### src/hdl/sbcrsc_defines.svh
// Offsets, field positions, reset values and timing counts
`ifndef SBCRSC_DEFINES_SVH
`define SBCRSC_DEFINES_SVH
`define SBCRSC_OFF_REG_CTRL 12'h040
`define SBCRSC_OFF_SUPPLY_STATUS 12'h06c
`define SBCRSC_OFF_STARTUP_CTRL 12'h1cc
`define SBCRSC_OFF_MODE_STATUS 12'h200
`define SBCRSC_OFF_EVENT_STATUS 12'h204
`define SBCRSC_OFF_EVENT_EN 12'h208
`define SBCRSC_IDX_REG_CTRL 8'h10
`define SBCRSC_IDX_SUPPLY_STATUS 8'h1b
`define SBCRSC_IDX_STARTUP_CTRL 8'h73
`define SBCRSC_IDX_MODE_STATUS 8'h80
`define SBCRSC_IDX_EVENT_STATUS 8'h81
`define SBCRSC_IDX_EVENT_EN 8'h82
`define SBCRSC_RC_SEC_LSB 0
`define SBCRSC_RC_THR_LSB 2
`define SBCRSC_RC_DISS_BIT 4
`define SBCRSC_SU_SEC_BIT 3
`define SBCRSC_SU_RLEN_LSB 4
`define SBCRSC_SS_SEC_LSB 2
`define SBCRSC_SS_MAIN_BIT 0
`define SBCRSC_EV_PO_BIT 0
`define SBCRSC_EV_OTW_BIT 1
`define SBCRSC_EV_UV_BIT 2
`define SBCRSC_SEC_OFF 2'h0
`define SBCRSC_SEC_ON 2'h3
`define SBCRSC_RLEN_SHORTEST 2'h3
`define SBCRSC_CLK_PERIOD_NS 5
`define SBCRSC_RST_LEN0_US 20
`define SBCRSC_RST_LEN1_US 10
`define SBCRSC_RST_LEN2_US 3
`define SBCRSC_RST_LEN3_US 1
`define SBCRSC_STARTUP_US 100
`define SBCRSC_CYC(us) (((us) * 1000 + `SBCRSC_CLK_PERIOD_NS - 1) / `SBCRSC_CLK_PERIOD_NS)
`define SBCRSC_RST_CYC0 `SBCRSC_CYC(`SBCRSC_RST_LEN0_US)
`define SBCRSC_RST_CYC1 `SBCRSC_CYC(`SBCRSC_RST_LEN1_US)
`define SBCRSC_RST_CYC2 `SBCRSC_CYC(`SBCRSC_RST_LEN2_US)
`define SBCRSC_RST_CYC3 `SBCRSC_CYC(`SBCRSC_RST_LEN3_US)
`define SBCRSC_STARTUP_CYC `SBCRSC_CYC(`SBCRSC_STARTUP_US)
`endif

### src/hdl/sbcrsc_pkg.sv
// Types shared by the reset and supply control block
package sbcrsc_pkg;
  typedef enum logic [5:0] {
    SBCRSC_OFF = 6'b000001,
    SBCRSC_RESET = 6'b000010,
    SBCRSC_STANDBY = 6'b000100,
    SBCRSC_FNORMAL = 6'b001000,
    SBCRSC_OVERTEMP = 6'b010000,
    SBCRSC_OPER = 6'b100000
  } sbcrsc_mode_t;

  typedef enum logic [3:0] {
    SBCRSC_SRC_NONE = 4'h0, SBCRSC_SRC_POWER_ON = 4'h1,
    SBCRSC_SRC_OVERTEMP = 4'h2, SBCRSC_SRC_MAIN_UV = 4'h3,
    SBCRSC_SRC_EXTERNAL = 4'h4
  } sbcrsc_src_t;

  // Analog monitor levels, all synchronous to pclk
  typedef struct packed {
    logic bat_below_off;
    logic bat_above_on;
    logic temp_above_act;
    logic temp_below_rel;
    logic temp_above_warn;
    logic main_below_60;
    logic main_below_70;
    logic main_below_80;
    logic main_below_90;
    logic sleep_active;
  } sbcrsc_mon_t;

  // Reset request from other logic of the chip
  typedef struct packed {
    logic req;
    logic [3:0] cause;
  } sbcrsc_rstreq_t;

  // Regulator and transceiver enables
  typedef struct packed {
    logic main_reg_on;
    logic [1:0] sec_reg_ctrl;
    logic can_tx_on;
    logic pass_drive_on;
    logic dissipation_share_ctrl;
  } sbcrsc_supply_t;

  typedef struct packed {
    logic [31:0] prdata;
    logic pready;
    logic pslverr;
  } sbcrsc_apb_rsp_t;
endpackage

### src/hdl/sbcrsc_timer.sv
// Reload-and-count-down timer for timed mode dwell
`timescale 1ns/1ps
module sbcrsc_timer import sbcrsc_pkg::*; (
  // Clock and reset
  input wire logic pclk,
  input wire logic presetn,
  // Control
  input wire logic load,
  input wire logic [19:0] length,
  input wire logic run,
  // Result
  output logic done
);
  typedef struct packed {
    logic [19:0] cnt;
    logic done;
  } sbcrsc_tmr_t;
  sbcrsc_tmr_t s_q, s_d;

  always_comb begin
    s_d = s_q;
    if (load) begin
      s_d.cnt = length;
      s_d.done = 1'b0;
    end else if (run && s_q.cnt != 20'h0) begin
      s_d.cnt = s_q.cnt - 20'h1;
    end else if (run) begin
      s_d.done = 1'b1;
    end
  end

  always_ff @(posedge pclk or negedge presetn) begin
    if (!presetn) begin
      s_q <= '0;
    end else begin
      s_q <= s_d;
    end
  end

  assign done = s_q.done;
endmodule

### src/hdl/sbcrsc_core.sv
// Reset, thermal and supply control with APB register access
// Contract
// - Any system reset enters Reset mode, then Standby or Forced Normal.
// - Record the cause of each reset, up to twelve causes.
// - Reset with main undervoltage is cold; length from the length field.
// - Reset without main undervoltage is warm; always shortest length 11. Code also makes power-on, overtemp-release and in-sleep resets cold.
// - Start-up bit 3 loads secondary control 00 when 0, 11 when 1.
// - Temperature checked in every mode except Sleep and Off.
// - Over activation threshold: Overtemp mode, all supplies and drives off.
// - Below release threshold: leave Overtemp via Reset into Standby.
// - Above warning threshold: set warning status and latch warning event.
// - Battery below power-off threshold enters Off mode.
// - Battery above power-on: wait start-up, go to Reset, set event.
// - Control bit chooses dissipation sharing with external transistor.
// - Main output below selected 60/70/80/90 % threshold raises reset.
// - Threshold field loaded at power-up from non-volatile default.
// - Main below 90 % latches warning event when its enable is 1.
// - Live status bit shows main regulator above or below 90 %.
// - Secondary regulator off until enabled; needed for CAN transmit.
// - Secondary control loaded at power-on from non-volatile bit.
// - Secondary or off-board regulator state readable in supply status.
//
// Implementation choice: register access over APB.
`timescale 1ns/1ps
`include "sbcrsc_defines.svh"
module sbcrsc_core import sbcrsc_pkg::*; (
  // Clock and reset
  input wire logic pclk,
  input wire logic presetn,
  // APB slave
  input wire logic psel,
  input wire logic penable,
  input wire logic pwrite,
  input wire logic [11:0] paddr,
  input wire logic [31:0] pwdata,
  output logic [31:0] prdata,
  output logic pready,
  output logic pslverr,
  // Non-volatile settings
  input wire logic nv_sec_startup,
  input wire logic [1:0] nv_thresh_default,
  input wire logic nv_forced_normal,
  // Monitors and reset requests
  input wire sbcrsc_mon_t mon,
  input wire sbcrsc_rstreq_t rst_req,
  input wire logic sec_reg_good,
  input wire logic go_operate,
  // Results
  output sbcrsc_supply_t supply,
  output sbcrsc_mode_t mode,
  output logic [3:0] reset_source
);
  // ------------------------------------------------------------
  // State
  // ------------------------------------------------------------
  typedef struct packed {
    sbcrsc_mode_t mode;
    logic [3:0] src;
    logic cold;
    logic powered;
    logic [1:0] rlen;
    logic sec_startup;
    logic [1:0] sec_ctrl;
    logic [1:0] thresh;
    logic diss;
    logic uv_en;
    logic ev_po;
    logic ev_otw;
    logic ev_uv;
    logic otw_status;
    logic main_ok90;
    logic warn_prev;
    logic uv_prev;
    sbcrsc_supply_t sup;
    sbcrsc_apb_rsp_t rsp;
  } sbcrsc_state_t;
  sbcrsc_state_t s_q, s_d;

  logic tmr_load;
  logic tmr_run;
  logic [19:0] tmr_len;
  logic tmr_done;

  // ------------------------------------------------------------
  // Decoding
  // ------------------------------------------------------------
  function automatic logic [19:0] rst_cycles(input logic [1:0] sel);
    logic [19:0] c;
    c = 20'(`SBCRSC_RST_CYC3);
    unique case (sel)
      2'h0: c = 20'(`SBCRSC_RST_CYC0);
      2'h1: c = 20'(`SBCRSC_RST_CYC1);
      2'h2: c = 20'(`SBCRSC_RST_CYC2);
      2'h3: c = 20'(`SBCRSC_RST_CYC3);
    endcase
    return c;
  endfunction

  function automatic logic below_thresh(input logic [1:0] sel,
                                        input sbcrsc_mon_t m);
    logic b;
    b = m.main_below_90;
    unique case (sel)
      2'h0: b = m.main_below_60;
      2'h1: b = m.main_below_70;
      2'h2: b = m.main_below_80;
      2'h3: b = m.main_below_90;
    endcase
    return b;
  endfunction

  function automatic logic [7:0] reg_index(input logic [11:0] a);
    return a[9:2];
  endfunction

  // ------------------------------------------------------------
  // Next state
  // ------------------------------------------------------------
  logic temp_live;
  logic do_reset;
  logic [3:0] cause;
  logic uv_now;
  logic acc;
  logic [31:0] rd;
  logic hit;
  logic cold_src;
  logic [2:0] ev_set;

  always_comb begin
    s_d = s_q;
    tmr_load = 1'b0;
    tmr_run = 1'b0;
    tmr_len = rst_cycles(s_q.rlen);
    do_reset = 1'b0;
    cold_src = 1'b0;
    ev_set = 3'h0;
    cause = 4'(SBCRSC_SRC_NONE);
    uv_now = below_thresh(s_q.thresh, mon);
    temp_live = s_q.mode != SBCRSC_OFF && !mon.sleep_active;

    // ----------------------------------------------------------
    // One-shot power-up load of non-volatile defaults
    // ----------------------------------------------------------
    if (!s_q.powered) begin
      s_d.powered = 1'b1;
      s_d.thresh = nv_thresh_default;
      s_d.sec_startup = nv_sec_startup;
      s_d.sec_ctrl = nv_sec_startup ? `SBCRSC_SEC_ON
                                    : `SBCRSC_SEC_OFF;
      tmr_load = 1'b1;
      tmr_len = 20'(`SBCRSC_STARTUP_CYC);
    end

    // ----------------------------------------------------------
    // Warning and live status
    // ----------------------------------------------------------
    s_d.main_ok90 = !mon.main_below_90;
    s_d.uv_prev = mon.main_below_90;
    if (mon.main_below_90 && !s_q.uv_prev && s_q.uv_en) begin
      s_d.ev_uv = 1'b1;
      ev_set[`SBCRSC_EV_UV_BIT] = 1'b1;
    end
    s_d.otw_status = temp_live && mon.temp_above_warn;
    s_d.warn_prev = temp_live && mon.temp_above_warn;
    if (temp_live && mon.temp_above_warn && !s_q.warn_prev) begin
      s_d.ev_otw = 1'b1;
      ev_set[`SBCRSC_EV_OTW_BIT] = 1'b1;
    end

    // ----------------------------------------------------------
    // Mode sequencing
    // ----------------------------------------------------------
    unique case (s_q.mode)
      SBCRSC_OFF: begin
        tmr_run = s_q.powered && mon.bat_above_on;
        if (!mon.bat_above_on && s_q.powered) begin
          tmr_load = 1'b1;
          tmr_len = 20'(`SBCRSC_STARTUP_CYC);
        end else if (s_q.powered && tmr_done && !tmr_load) begin
          s_d.ev_po = 1'b1;
          ev_set[`SBCRSC_EV_PO_BIT] = 1'b1;
          do_reset = 1'b1;
          cold_src = 1'b1;
          cause = 4'(SBCRSC_SRC_POWER_ON);
        end
      end
      SBCRSC_OVERTEMP: begin
        if (mon.temp_below_rel) begin
          do_reset = 1'b1;
          cold_src = 1'b1;
          cause = 4'(SBCRSC_SRC_OVERTEMP);
        end
      end
      SBCRSC_RESET: begin
        tmr_run = 1'b1;
        if (uv_now) begin
          s_d.cold = 1'b1;
          tmr_load = 1'b1;
          tmr_len = rst_cycles(s_q.rlen);
        end else if (tmr_done) begin
          s_d.mode = (nv_forced_normal && !s_q.cold) ||
                     (nv_forced_normal && s_q.src != 4'(SBCRSC_SRC_OVERTEMP))
                     ? SBCRSC_FNORMAL : SBCRSC_STANDBY;
        end
      end
      SBCRSC_STANDBY, SBCRSC_FNORMAL, SBCRSC_OPER: begin
        if (s_q.mode == SBCRSC_STANDBY && go_operate) begin
          s_d.mode = SBCRSC_OPER;
        end
        if (uv_now) begin
          do_reset = 1'b1;
          cold_src = 1'b1;
          cause = 4'(SBCRSC_SRC_MAIN_UV);
        end else if (rst_req.req) begin
          do_reset = 1'b1;
          cause = rst_req.cause;
        end
      end
      default: s_d.mode = SBCRSC_OFF;
    endcase

    // ----------------------------------------------------------
    // Reset entry and overriding events
    // ----------------------------------------------------------
    // Cold causes are flagged where they arise, never by a request code
    if (do_reset) begin
      s_d.mode = SBCRSC_RESET;
      s_d.src = cause;
      s_d.cold = uv_now || cold_src || mon.sleep_active;
      tmr_load = 1'b1;
      tmr_len = s_d.cold ? rst_cycles(s_q.rlen)
                         : rst_cycles(`SBCRSC_RLEN_SHORTEST);
    end
    if (temp_live && mon.temp_above_act && s_q.mode != SBCRSC_OVERTEMP) begin
      s_d.mode = SBCRSC_OVERTEMP;
      s_d.src = 4'(SBCRSC_SRC_OVERTEMP);
    end
    if (mon.bat_below_off && s_q.mode != SBCRSC_OFF) begin
      s_d.mode = SBCRSC_OFF;
      tmr_load = 1'b1;
      tmr_len = 20'(`SBCRSC_STARTUP_CYC);
    end

    // ----------------------------------------------------------
    // APB, one wait state
    // ----------------------------------------------------------
    acc = psel && penable && !s_q.rsp.pready;
    hit = 1'b1;
    rd = 32'h0;
    unique case (reg_index(paddr))
      `SBCRSC_IDX_REG_CTRL: begin
        rd[`SBCRSC_RC_SEC_LSB +: 2] = s_q.sec_ctrl;
        rd[`SBCRSC_RC_THR_LSB +: 2] = s_q.thresh;
        rd[`SBCRSC_RC_DISS_BIT] = s_q.diss;
      end
      `SBCRSC_IDX_SUPPLY_STATUS: begin
        rd[`SBCRSC_SS_MAIN_BIT] = s_q.main_ok90;
        rd[`SBCRSC_SS_SEC_LSB] = s_q.sup.sec_reg_ctrl != `SBCRSC_SEC_OFF &&
                                 sec_reg_good;
      end
      `SBCRSC_IDX_STARTUP_CTRL: begin
        rd[`SBCRSC_SU_SEC_BIT] = s_q.sec_startup;
        rd[`SBCRSC_SU_RLEN_LSB +: 2] = s_q.rlen;
      end
      `SBCRSC_IDX_MODE_STATUS: begin
        rd[0] = s_q.cold;
        rd[5:1] = s_q.mode[5:1];
        rd[6] = s_q.otw_status;
        rd[10:7] = s_q.src;
      end
      `SBCRSC_IDX_EVENT_STATUS: begin
        rd[`SBCRSC_EV_PO_BIT] = s_q.ev_po;
        rd[`SBCRSC_EV_OTW_BIT] = s_q.ev_otw;
        rd[`SBCRSC_EV_UV_BIT] = s_q.ev_uv;
      end
      `SBCRSC_IDX_EVENT_EN: rd[0] = s_q.uv_en;
      default: hit = 1'b0;
    endcase
    s_d.rsp.pready = acc;
    s_d.rsp.pslverr = acc && !hit;
    s_d.rsp.prdata = (acc && !pwrite) ? rd : 32'h0;
    if (acc && pwrite && hit) begin
      unique case (reg_index(paddr))
        `SBCRSC_IDX_REG_CTRL: begin
          s_d.sec_ctrl = pwdata[`SBCRSC_RC_SEC_LSB +: 2];
          s_d.thresh = pwdata[`SBCRSC_RC_THR_LSB +: 2];
          s_d.diss = pwdata[`SBCRSC_RC_DISS_BIT];
        end
        `SBCRSC_IDX_STARTUP_CTRL: begin
          s_d.sec_startup = pwdata[`SBCRSC_SU_SEC_BIT];
          s_d.rlen = pwdata[`SBCRSC_SU_RLEN_LSB +: 2];
        end
        `SBCRSC_IDX_EVENT_STATUS: begin
          // Hardware set wins over a write-one clear in the same cycle
          s_d.ev_po = (s_q.ev_po & ~pwdata[`SBCRSC_EV_PO_BIT]) |
                      ev_set[`SBCRSC_EV_PO_BIT];
          s_d.ev_otw = (s_q.ev_otw & ~pwdata[`SBCRSC_EV_OTW_BIT]) |
                       ev_set[`SBCRSC_EV_OTW_BIT];
          s_d.ev_uv = (s_q.ev_uv & ~pwdata[`SBCRSC_EV_UV_BIT]) |
                      ev_set[`SBCRSC_EV_UV_BIT];
        end
        `SBCRSC_IDX_EVENT_EN: s_d.uv_en = pwdata[0];
        default: s_d.uv_en = s_q.uv_en;
      endcase
    end

    // ----------------------------------------------------------
    // Supply outputs follow the mode
    // ----------------------------------------------------------
    s_d.sup.main_reg_on = s_d.mode != SBCRSC_OVERTEMP;
    s_d.sup.pass_drive_on = s_d.mode != SBCRSC_OVERTEMP && s_d.diss;
    s_d.sup.dissipation_share_ctrl = s_d.diss;
    s_d.sup.sec_reg_ctrl = s_d.mode == SBCRSC_OVERTEMP ? `SBCRSC_SEC_OFF
                                                      : s_d.sec_ctrl;
    s_d.sup.can_tx_on = s_d.mode != SBCRSC_OVERTEMP &&
                        s_d.sec_ctrl != `SBCRSC_SEC_OFF;
  end

  // ------------------------------------------------------------
  // Registers and timer
  // ------------------------------------------------------------
  always_ff @(posedge pclk or negedge presetn) begin
    if (!presetn) begin
      s_q <= '0;
      s_q.mode <= SBCRSC_OFF;
    end else begin
      s_q <= s_d;
    end
  end

  // Reset dwell must never end early, so the count reloads on every entry
  sbcrsc_timer u_timer (
    .pclk(pclk),
    .presetn(presetn),
    .load(tmr_load),
    .length(tmr_len),
    .run(tmr_run),
    .done(tmr_done)
  );

  assign prdata = s_q.rsp.prdata;
  assign pready = s_q.rsp.pready;
  assign pslverr = s_q.rsp.pslverr;
  assign supply = s_q.sup;
  assign mode = s_q.mode;
  assign reset_source = s_q.src;
endmodule

### config.mk
export PLATFORM = sky130hd
export DESIGN_NAME = sbcrsc_core
export DESIGN_NICKNAME = d
export VERILOG_FILES = /design/src/hdl/sbcrsc_pkg.sv /design/src/hdl/sbcrsc_timer.sv /design/src/hdl/sbcrsc_core.sv
export VERILOG_INCLUDE_DIRS = /design/src /design/src/hdl
export SDC_FILE = /design/constraint.sdc
export NUM_CORES = 1
export LEC_CHECK = 0
export BUFFER_PORTS_ARGS = -buffer_cell sky130_fd_sc_hd__buf_2
export CAP_MARGIN = 20
export CORE_MARGIN = 2
export CORE_UTILIZATION = 35
export DETAILED_ROUTE_END_ITERATION = 7
export PLACE_DENSITY = 0.7
export SYNTH_ARGS = -nofsm -noshare
export SYNTH_HDL_FRONTEND = slang
export SYNTH_SLANG_ARGS = --single-unit
### constraint.sdc
create_clock -name pclk -period 2.55 [get_ports pclk]
set_input_delay 0.255 -clock pclk [delete_from_list [all_inputs] [get_ports pclk]]
set_output_delay 0.255 -clock pclk [all_outputs]
set_load 0.005 [all_outputs]
Yosys cells after proc, flatten, opt, wreduce, memory -nomap -nowiden --
Cells that the tools add are included.
Storage, ports and cells: bits in read-only memories 0, word-level logic and storage cells 181, bits in writable memories 0, bits in latches 0, output and inout port bits 50, register bits 66, memories kept 0
Operators by class: add/sub/neg operators 1, muxes and demuxes 68, div/mod/pow operators 0, bitwise operators 9, magnitude comparators 0, multiply operators 0, shifts and indexed selects 0, eq/ne operators 24, reductions and logical operators 54
Operators by type and width (number):
- 20-bit two-way mux | 7
- 20-bit one-hot mux with 4 select lines | 1
- 20-bit one-hot mux with 2 select lines | 1
- 1-bit two-way mux | 28
- 1-bit logical AND | 25
- 8-bit == test (second input constant) | 3
- 6-bit two-way mux | 4
- 11-bit two-way mux | 2
- 21-bit two-way mux | 1
- 10-bit two-way mux | 2
- 20-bit nonzero test | 1
- 20-bit by 1-bit subtractor with 20-bit output (second input constant) | 1
- 6-bit one-hot mux with 3 select lines | 1
- 8-bit by 5-bit == test with 1-bit output (second input constant) | 2
- 5-bit two-way mux | 3
- 2-bit nonzero test | 7
- 6-bit by 5-bit == test with 1-bit output (second input constant) | 2
- 4-bit two-way mux | 3
- 6-bit by 5-bit != test with 1-bit output (second input constant) | 2
- 4-bit one-hot mux with 3 select lines | 1
- 1-bit logical NOT | 9
- 1-bit one-hot mux with 3 select lines | 3
- 2-bit == test (second input constant) | 4
- 8-bit by 7-bit == test with 1-bit output (second input constant) | 1
- 24 further kinds | 42

Longest topological paths before layout --
depth after elaboration 12, depth in mapped cells 9, mapped depth without buffers 8

Cells and area by module --
Synthesis repeated with hierarchy kept, for this count alone.
Second synthesis, totals: cells, all modules 435, area, all modules 4120.2 µm²
By module, submodules not included:
- sbcrsc_core | area each 2856.5 µm², cells an instance 297, instances 1, seq. area each 1127.3 µm²
- sbcrsc_timer | area each 1263.7 µm², cells an instance 138, instances 1, seq. area each 525.5 µm²

Worst setup path before layout --
Ideal clock, no wire load.
path type reg-to-reg, from register u_timer.s_q[1] (netlist name), to register u_timer.s_q[11] (netlist name), cell stages (with the launch flop) 10, clock period less this slack 2238 ps, library setup time 65 ps, required time 2485 ps, path slack 312 ps, buffers on the path 1, arrival time 2173 ps, path through dfrtp_1 > inv_1 > ha_1 > or4b_1 > nor2_2 > nand3_1 > and2_1 > clkbuf_1 > a41oi_2 > o22a_1
Between the ends: longest elaborated chain between the ends 3, elaborated cells between the ends (all ways) 6, classes of those cells add/sub: 1; mux: 2; reduce/logical: 3
Ends and longest elaborated chain:
- start: declaration | line sbcrsc_timer.sv:18 | sbcrsc_tmr_t s_q, s_d;
- start signal: assignment | line sbcrsc_timer.sv:34 | s_q <= '0;
- start signal: assignment | line sbcrsc_timer.sv:36 | s_q <= s_d;
- 20-bit by 1-bit subtractor with 20-bit output or 20-bit nonzero test (tied branches) | line sbcrsc_timer.sv:26, sbcrsc_timer.sv:25
- 20-bit two-way mux or 1-bit logical AND (tied branches) | line sbcrsc_timer.sv:25 | end else if (run && s_q.cnt != 20'h0) begin
- 21-bit two-way mux or 2-bit nonzero test (tied branches)
Parallel ways exist; a longest one is shown, timed or not. The select of a mux whose other input is x is not followed. A chain may end at the register's enable or synchronous reset.

==> run metrics <==
status finished clean; Yosys cell types between 60 and 70; Worst setup startpoint mode[2]; vias per cell 5.36; DP Cell Count 628; Final min period about 2.5 ns; Pre-antenna DRT Iters 5; DR iter-0 viols 249; sw frac between 30% and 40%; Port Buffers 68; clock root buffer clkbuf_16; Setup TNS Final 0 ns; CP bufs+invs 2; final HPWL from detailed placement ~7500 µm; Final Non-Filler Cells between 600 and 700; share of cells above drive strength 1 between 20% and 30%; die span in x 111 µm; met1 wire length ~4400 µm; CTS max path bufs 2; worst hold path type in2reg; Nets roughly 570; cell with the most instances after synthesis dfrtp_1; worst hold path startpoint mon[1]; sequential cell area between 1500 and 2000 µm²; Mean Syn Cell Area ~9.3 µm²; Ys Warns 0; clk slew on worst S/H paths about 0.060 ns; post-route ant nets 0; All-Layer GR Usage about 16%; CP arrival 2.72 ns; metal2 WL between 4000 and 5000 µm; leading area contributor after synthesis dfrtp_1; CTS HTree Levels 3; CTS tree built; Post-synth ARST share 100%; max_cap viols 0; largest cells by area after synthesis dfrtp_1 41%, buf_4 9.0%, nor2_1 4.4%, a21oi_1 2.9%, nand2_1 2.5%; EDFF count, synth 0; Yosys reg bits 66; Slew Limit Headroom 24.1%; # setup viols final 0; DR top layer met4; metal3 WL 665 µm; Starting Density 35.4%; Pins Over Slew Limit 0; grt total ovfl 0; R2R Setup Slk around 0.042 ns; vias in the first global route 3243; commonest cells in the netlist 65 x dfrtp_1, 48 x buf_4, 47 x nor2_1; first-pass GRT wire length about 16000 µm; Clock power frac around 39%; drt drc 0; prevailing post-synth register cell dfrtp_1; Seq/Total Area, Yosys about two fifths; Worst-Skew Late Latency 0.33 ns; Hold Crit Endpoint s_q[40]; routed len/inst about 16 µm; Core Area 11300 µm²; FMAX approximately 400 MHz; maximum VDD drop between 300 and 400 µV; Post-Synthesis Cells roughly 430; Die ar. about 12000 µm²; I/O pins 120; row cnt 39; Worst Skew 0.00787 ns; slowest stage cell, crit path nor4b_1; Mapped Area 4010 µm²; hold path depth 1; RSZ-0062 raised after global routing false; startpoint types register; Layout fillers between 1000 and 1500; CP endpoint kind register; CP Data Required Time ~2.8 ns; crit-path max FO 8; FF-to-FF Start mode[2]; CP delay by family, top simple AND/OR/NAND/NOR gates; max incr delay on CP around 0.93 ns; worst-path cell chain buf_4 > nor3_1 > and3_1 > nor4b_1 > a21oi_1 > nor2_1 > buf_4 > nor3_1; Detailed Route WL 10200 µm; via count around 3500; Total Power around 3.3 mW; # clock sinks 66; period utilization a little over nine tenths; Synth top area share about two fifths; P&R area growth vs syn 17.6%; Die Ht ~110 µm; Leakage approximately 2.2 nW; Seq pwr share a little under two fifths; Comb pwr share a little under a quarter; Num CTS Buffers 9; P per Cell Area 708 nW/µm²; Reg2Reg Depth 8; Setup CP Type reg2reg; pin count of the biggest net entering global routing 67; Fin. Hold Viols 0; reg-to-reg critical path endpoint supply[2]; Cell Int Power roughly 2.3 mW; routability congestion estimate a little under 0.9; Worst-Margin Slew about 1.1 ns; multi-input combinational cell area between 1500 and 2000 µm²; initial antenna violation count 1; Net Switching just over 1 mW
-- power by group through the flow --
| stage | Combinational, mW | Clock (mW) | Sequential (mW) |
|---|---|---|---|
| after floorplan | 0.567 | 0 | 1.22 |
| after global placement | 0.763 | 0 | 1.24 |
| after detailed placement | 0.773 | 0 | 1.25 |
| after CTS | 0.782 | 1.33 | 1.23 |
| after global routing | 0.866 | 1.38 | 1.24 |
| final | 0.798 | 1.31 | 1.23 |
-- layer usage --
metal | up-vias | global-route usage, %
met4 | 0 | 4.44
met3 | 14 | 4.37
li1 | 1633 | -
met5 | - | 0
met1 | 1680 | 20.7
met2 | 144 | 27.0
-- flip-flops by register name (all words and copies together), names as in the netlist --
signal / cells
reset_source: 4
u_timer.s_q: 20
pslverr: 1
u_timer.done: 1
pready: 1
prdata: 11
supply: 6
mode: 6
s_q: 16
-- repair_timing --
action / 4_1_cts / 5_1_grt
hold buffers: 0 / 0
setup buffers: 0 / 2
resized for setup: 0 / 1
setup endpoints to repair: 0 / 2
-- cells by family (layout without fill, tap and decap cells) --
group                      Yosys count  count (layout)  share of synthesized area [%]
other                                2              23                          0.187
and+or+nand+nor                    177             177                           24.1
DFF                                 66              66                           41.2
AOI/OAI and AO/OA                   86              86                           15.5
muxes                               10              10                           2.93
buffers and inverters               75             127                           12.3
xor gates and xnor gates            10              10                           2.18
adders and majority gates            5               5                           1.56
-- area by class of cell --
type	count	area share, %
antenna	1	0.0530
clock buffer	10	4.85
clock inverter	6	1.88
inverter	11	0.875
multi-input combinational	310	41.2
sequential	66	35.0
tap	143	3.79
timing repair buffer	100	12.3
-- layout by cell type (no fill, tap or decap), drive strengths merged, types with 5 or more instances in the layout --
| cell | Yosys | layout |
|---|---|---|
| o21ai | 12 | 12 |
| o31ai | 5 | 5 |
| nand2 | 27 | 27 |
| and2 | 9 | 9 |
| mux2i | 5 | 5 |
| ha | 5 | 5 |
| nor3 | 15 | 15 |
| nor4 | 8 | 8 |
| dfrtp | 65 | 65 |
| a31oi | 6 | 6 |
| conb | 2 | 22 |
| nand3 | 8 | 8 |
| a32oi | 6 | 6 |
| o211ai | 6 | 6 |
| a21oi | 23 | 23 |
| clkbuf | 9 | 10 |
| nor2 | 49 | 49 |
| nor2b | 7 | 7 |
| nor3b | 6 | 6 |
| buf | 55 | 100 |
| or4 | 6 | 6 |
| xor2 | 7 | 7 |
| inv | 11 | 12 |
| nand4 | 10 | 10 |
| or3 | 6 | 6 |
| or2 | 6 | 6 |
-- worst max path at each step --
| stage | to | slack (ns) | depth (start not counted) |
|---|---|---|---|
| 6_report | supply[2] | 0.04 | 8 |
| 5_1_grt | u_timer.s_q[2] | 0.004 | 6 |
| 4_1_cts | u_timer.s_q[2] | 0.10 | 6 |
| 3_5_place_dp | u_timer.s_q[2] | 0.13 | 6 |
| 3_3_place_gp | supply[2] | 0.15 | 8 |
| 2_1_floorplan | u_timer.s_q[11] | 0.31 | 9 |
-- through the flow --
stage | hold slack, ns | setup WS (ns) | cell area (µm²) | utilization (%)
after global routing | 0.0758 | 0.00407 | 4720 | 41.7
after global placement | 0.418 | 0.147 | 4380 | 38.7
after floorplan | -0.0406 | 0.312 | 4090 | -
after CTS | 0.0772 | 0.102 | 4700 | 41.5
after detailed placement | 0.419 | 0.134 | 4380 | 38.7
final | 0.0796 | 0.0420 | 4720 | 41.7
(Power assumes the default switching activity.)
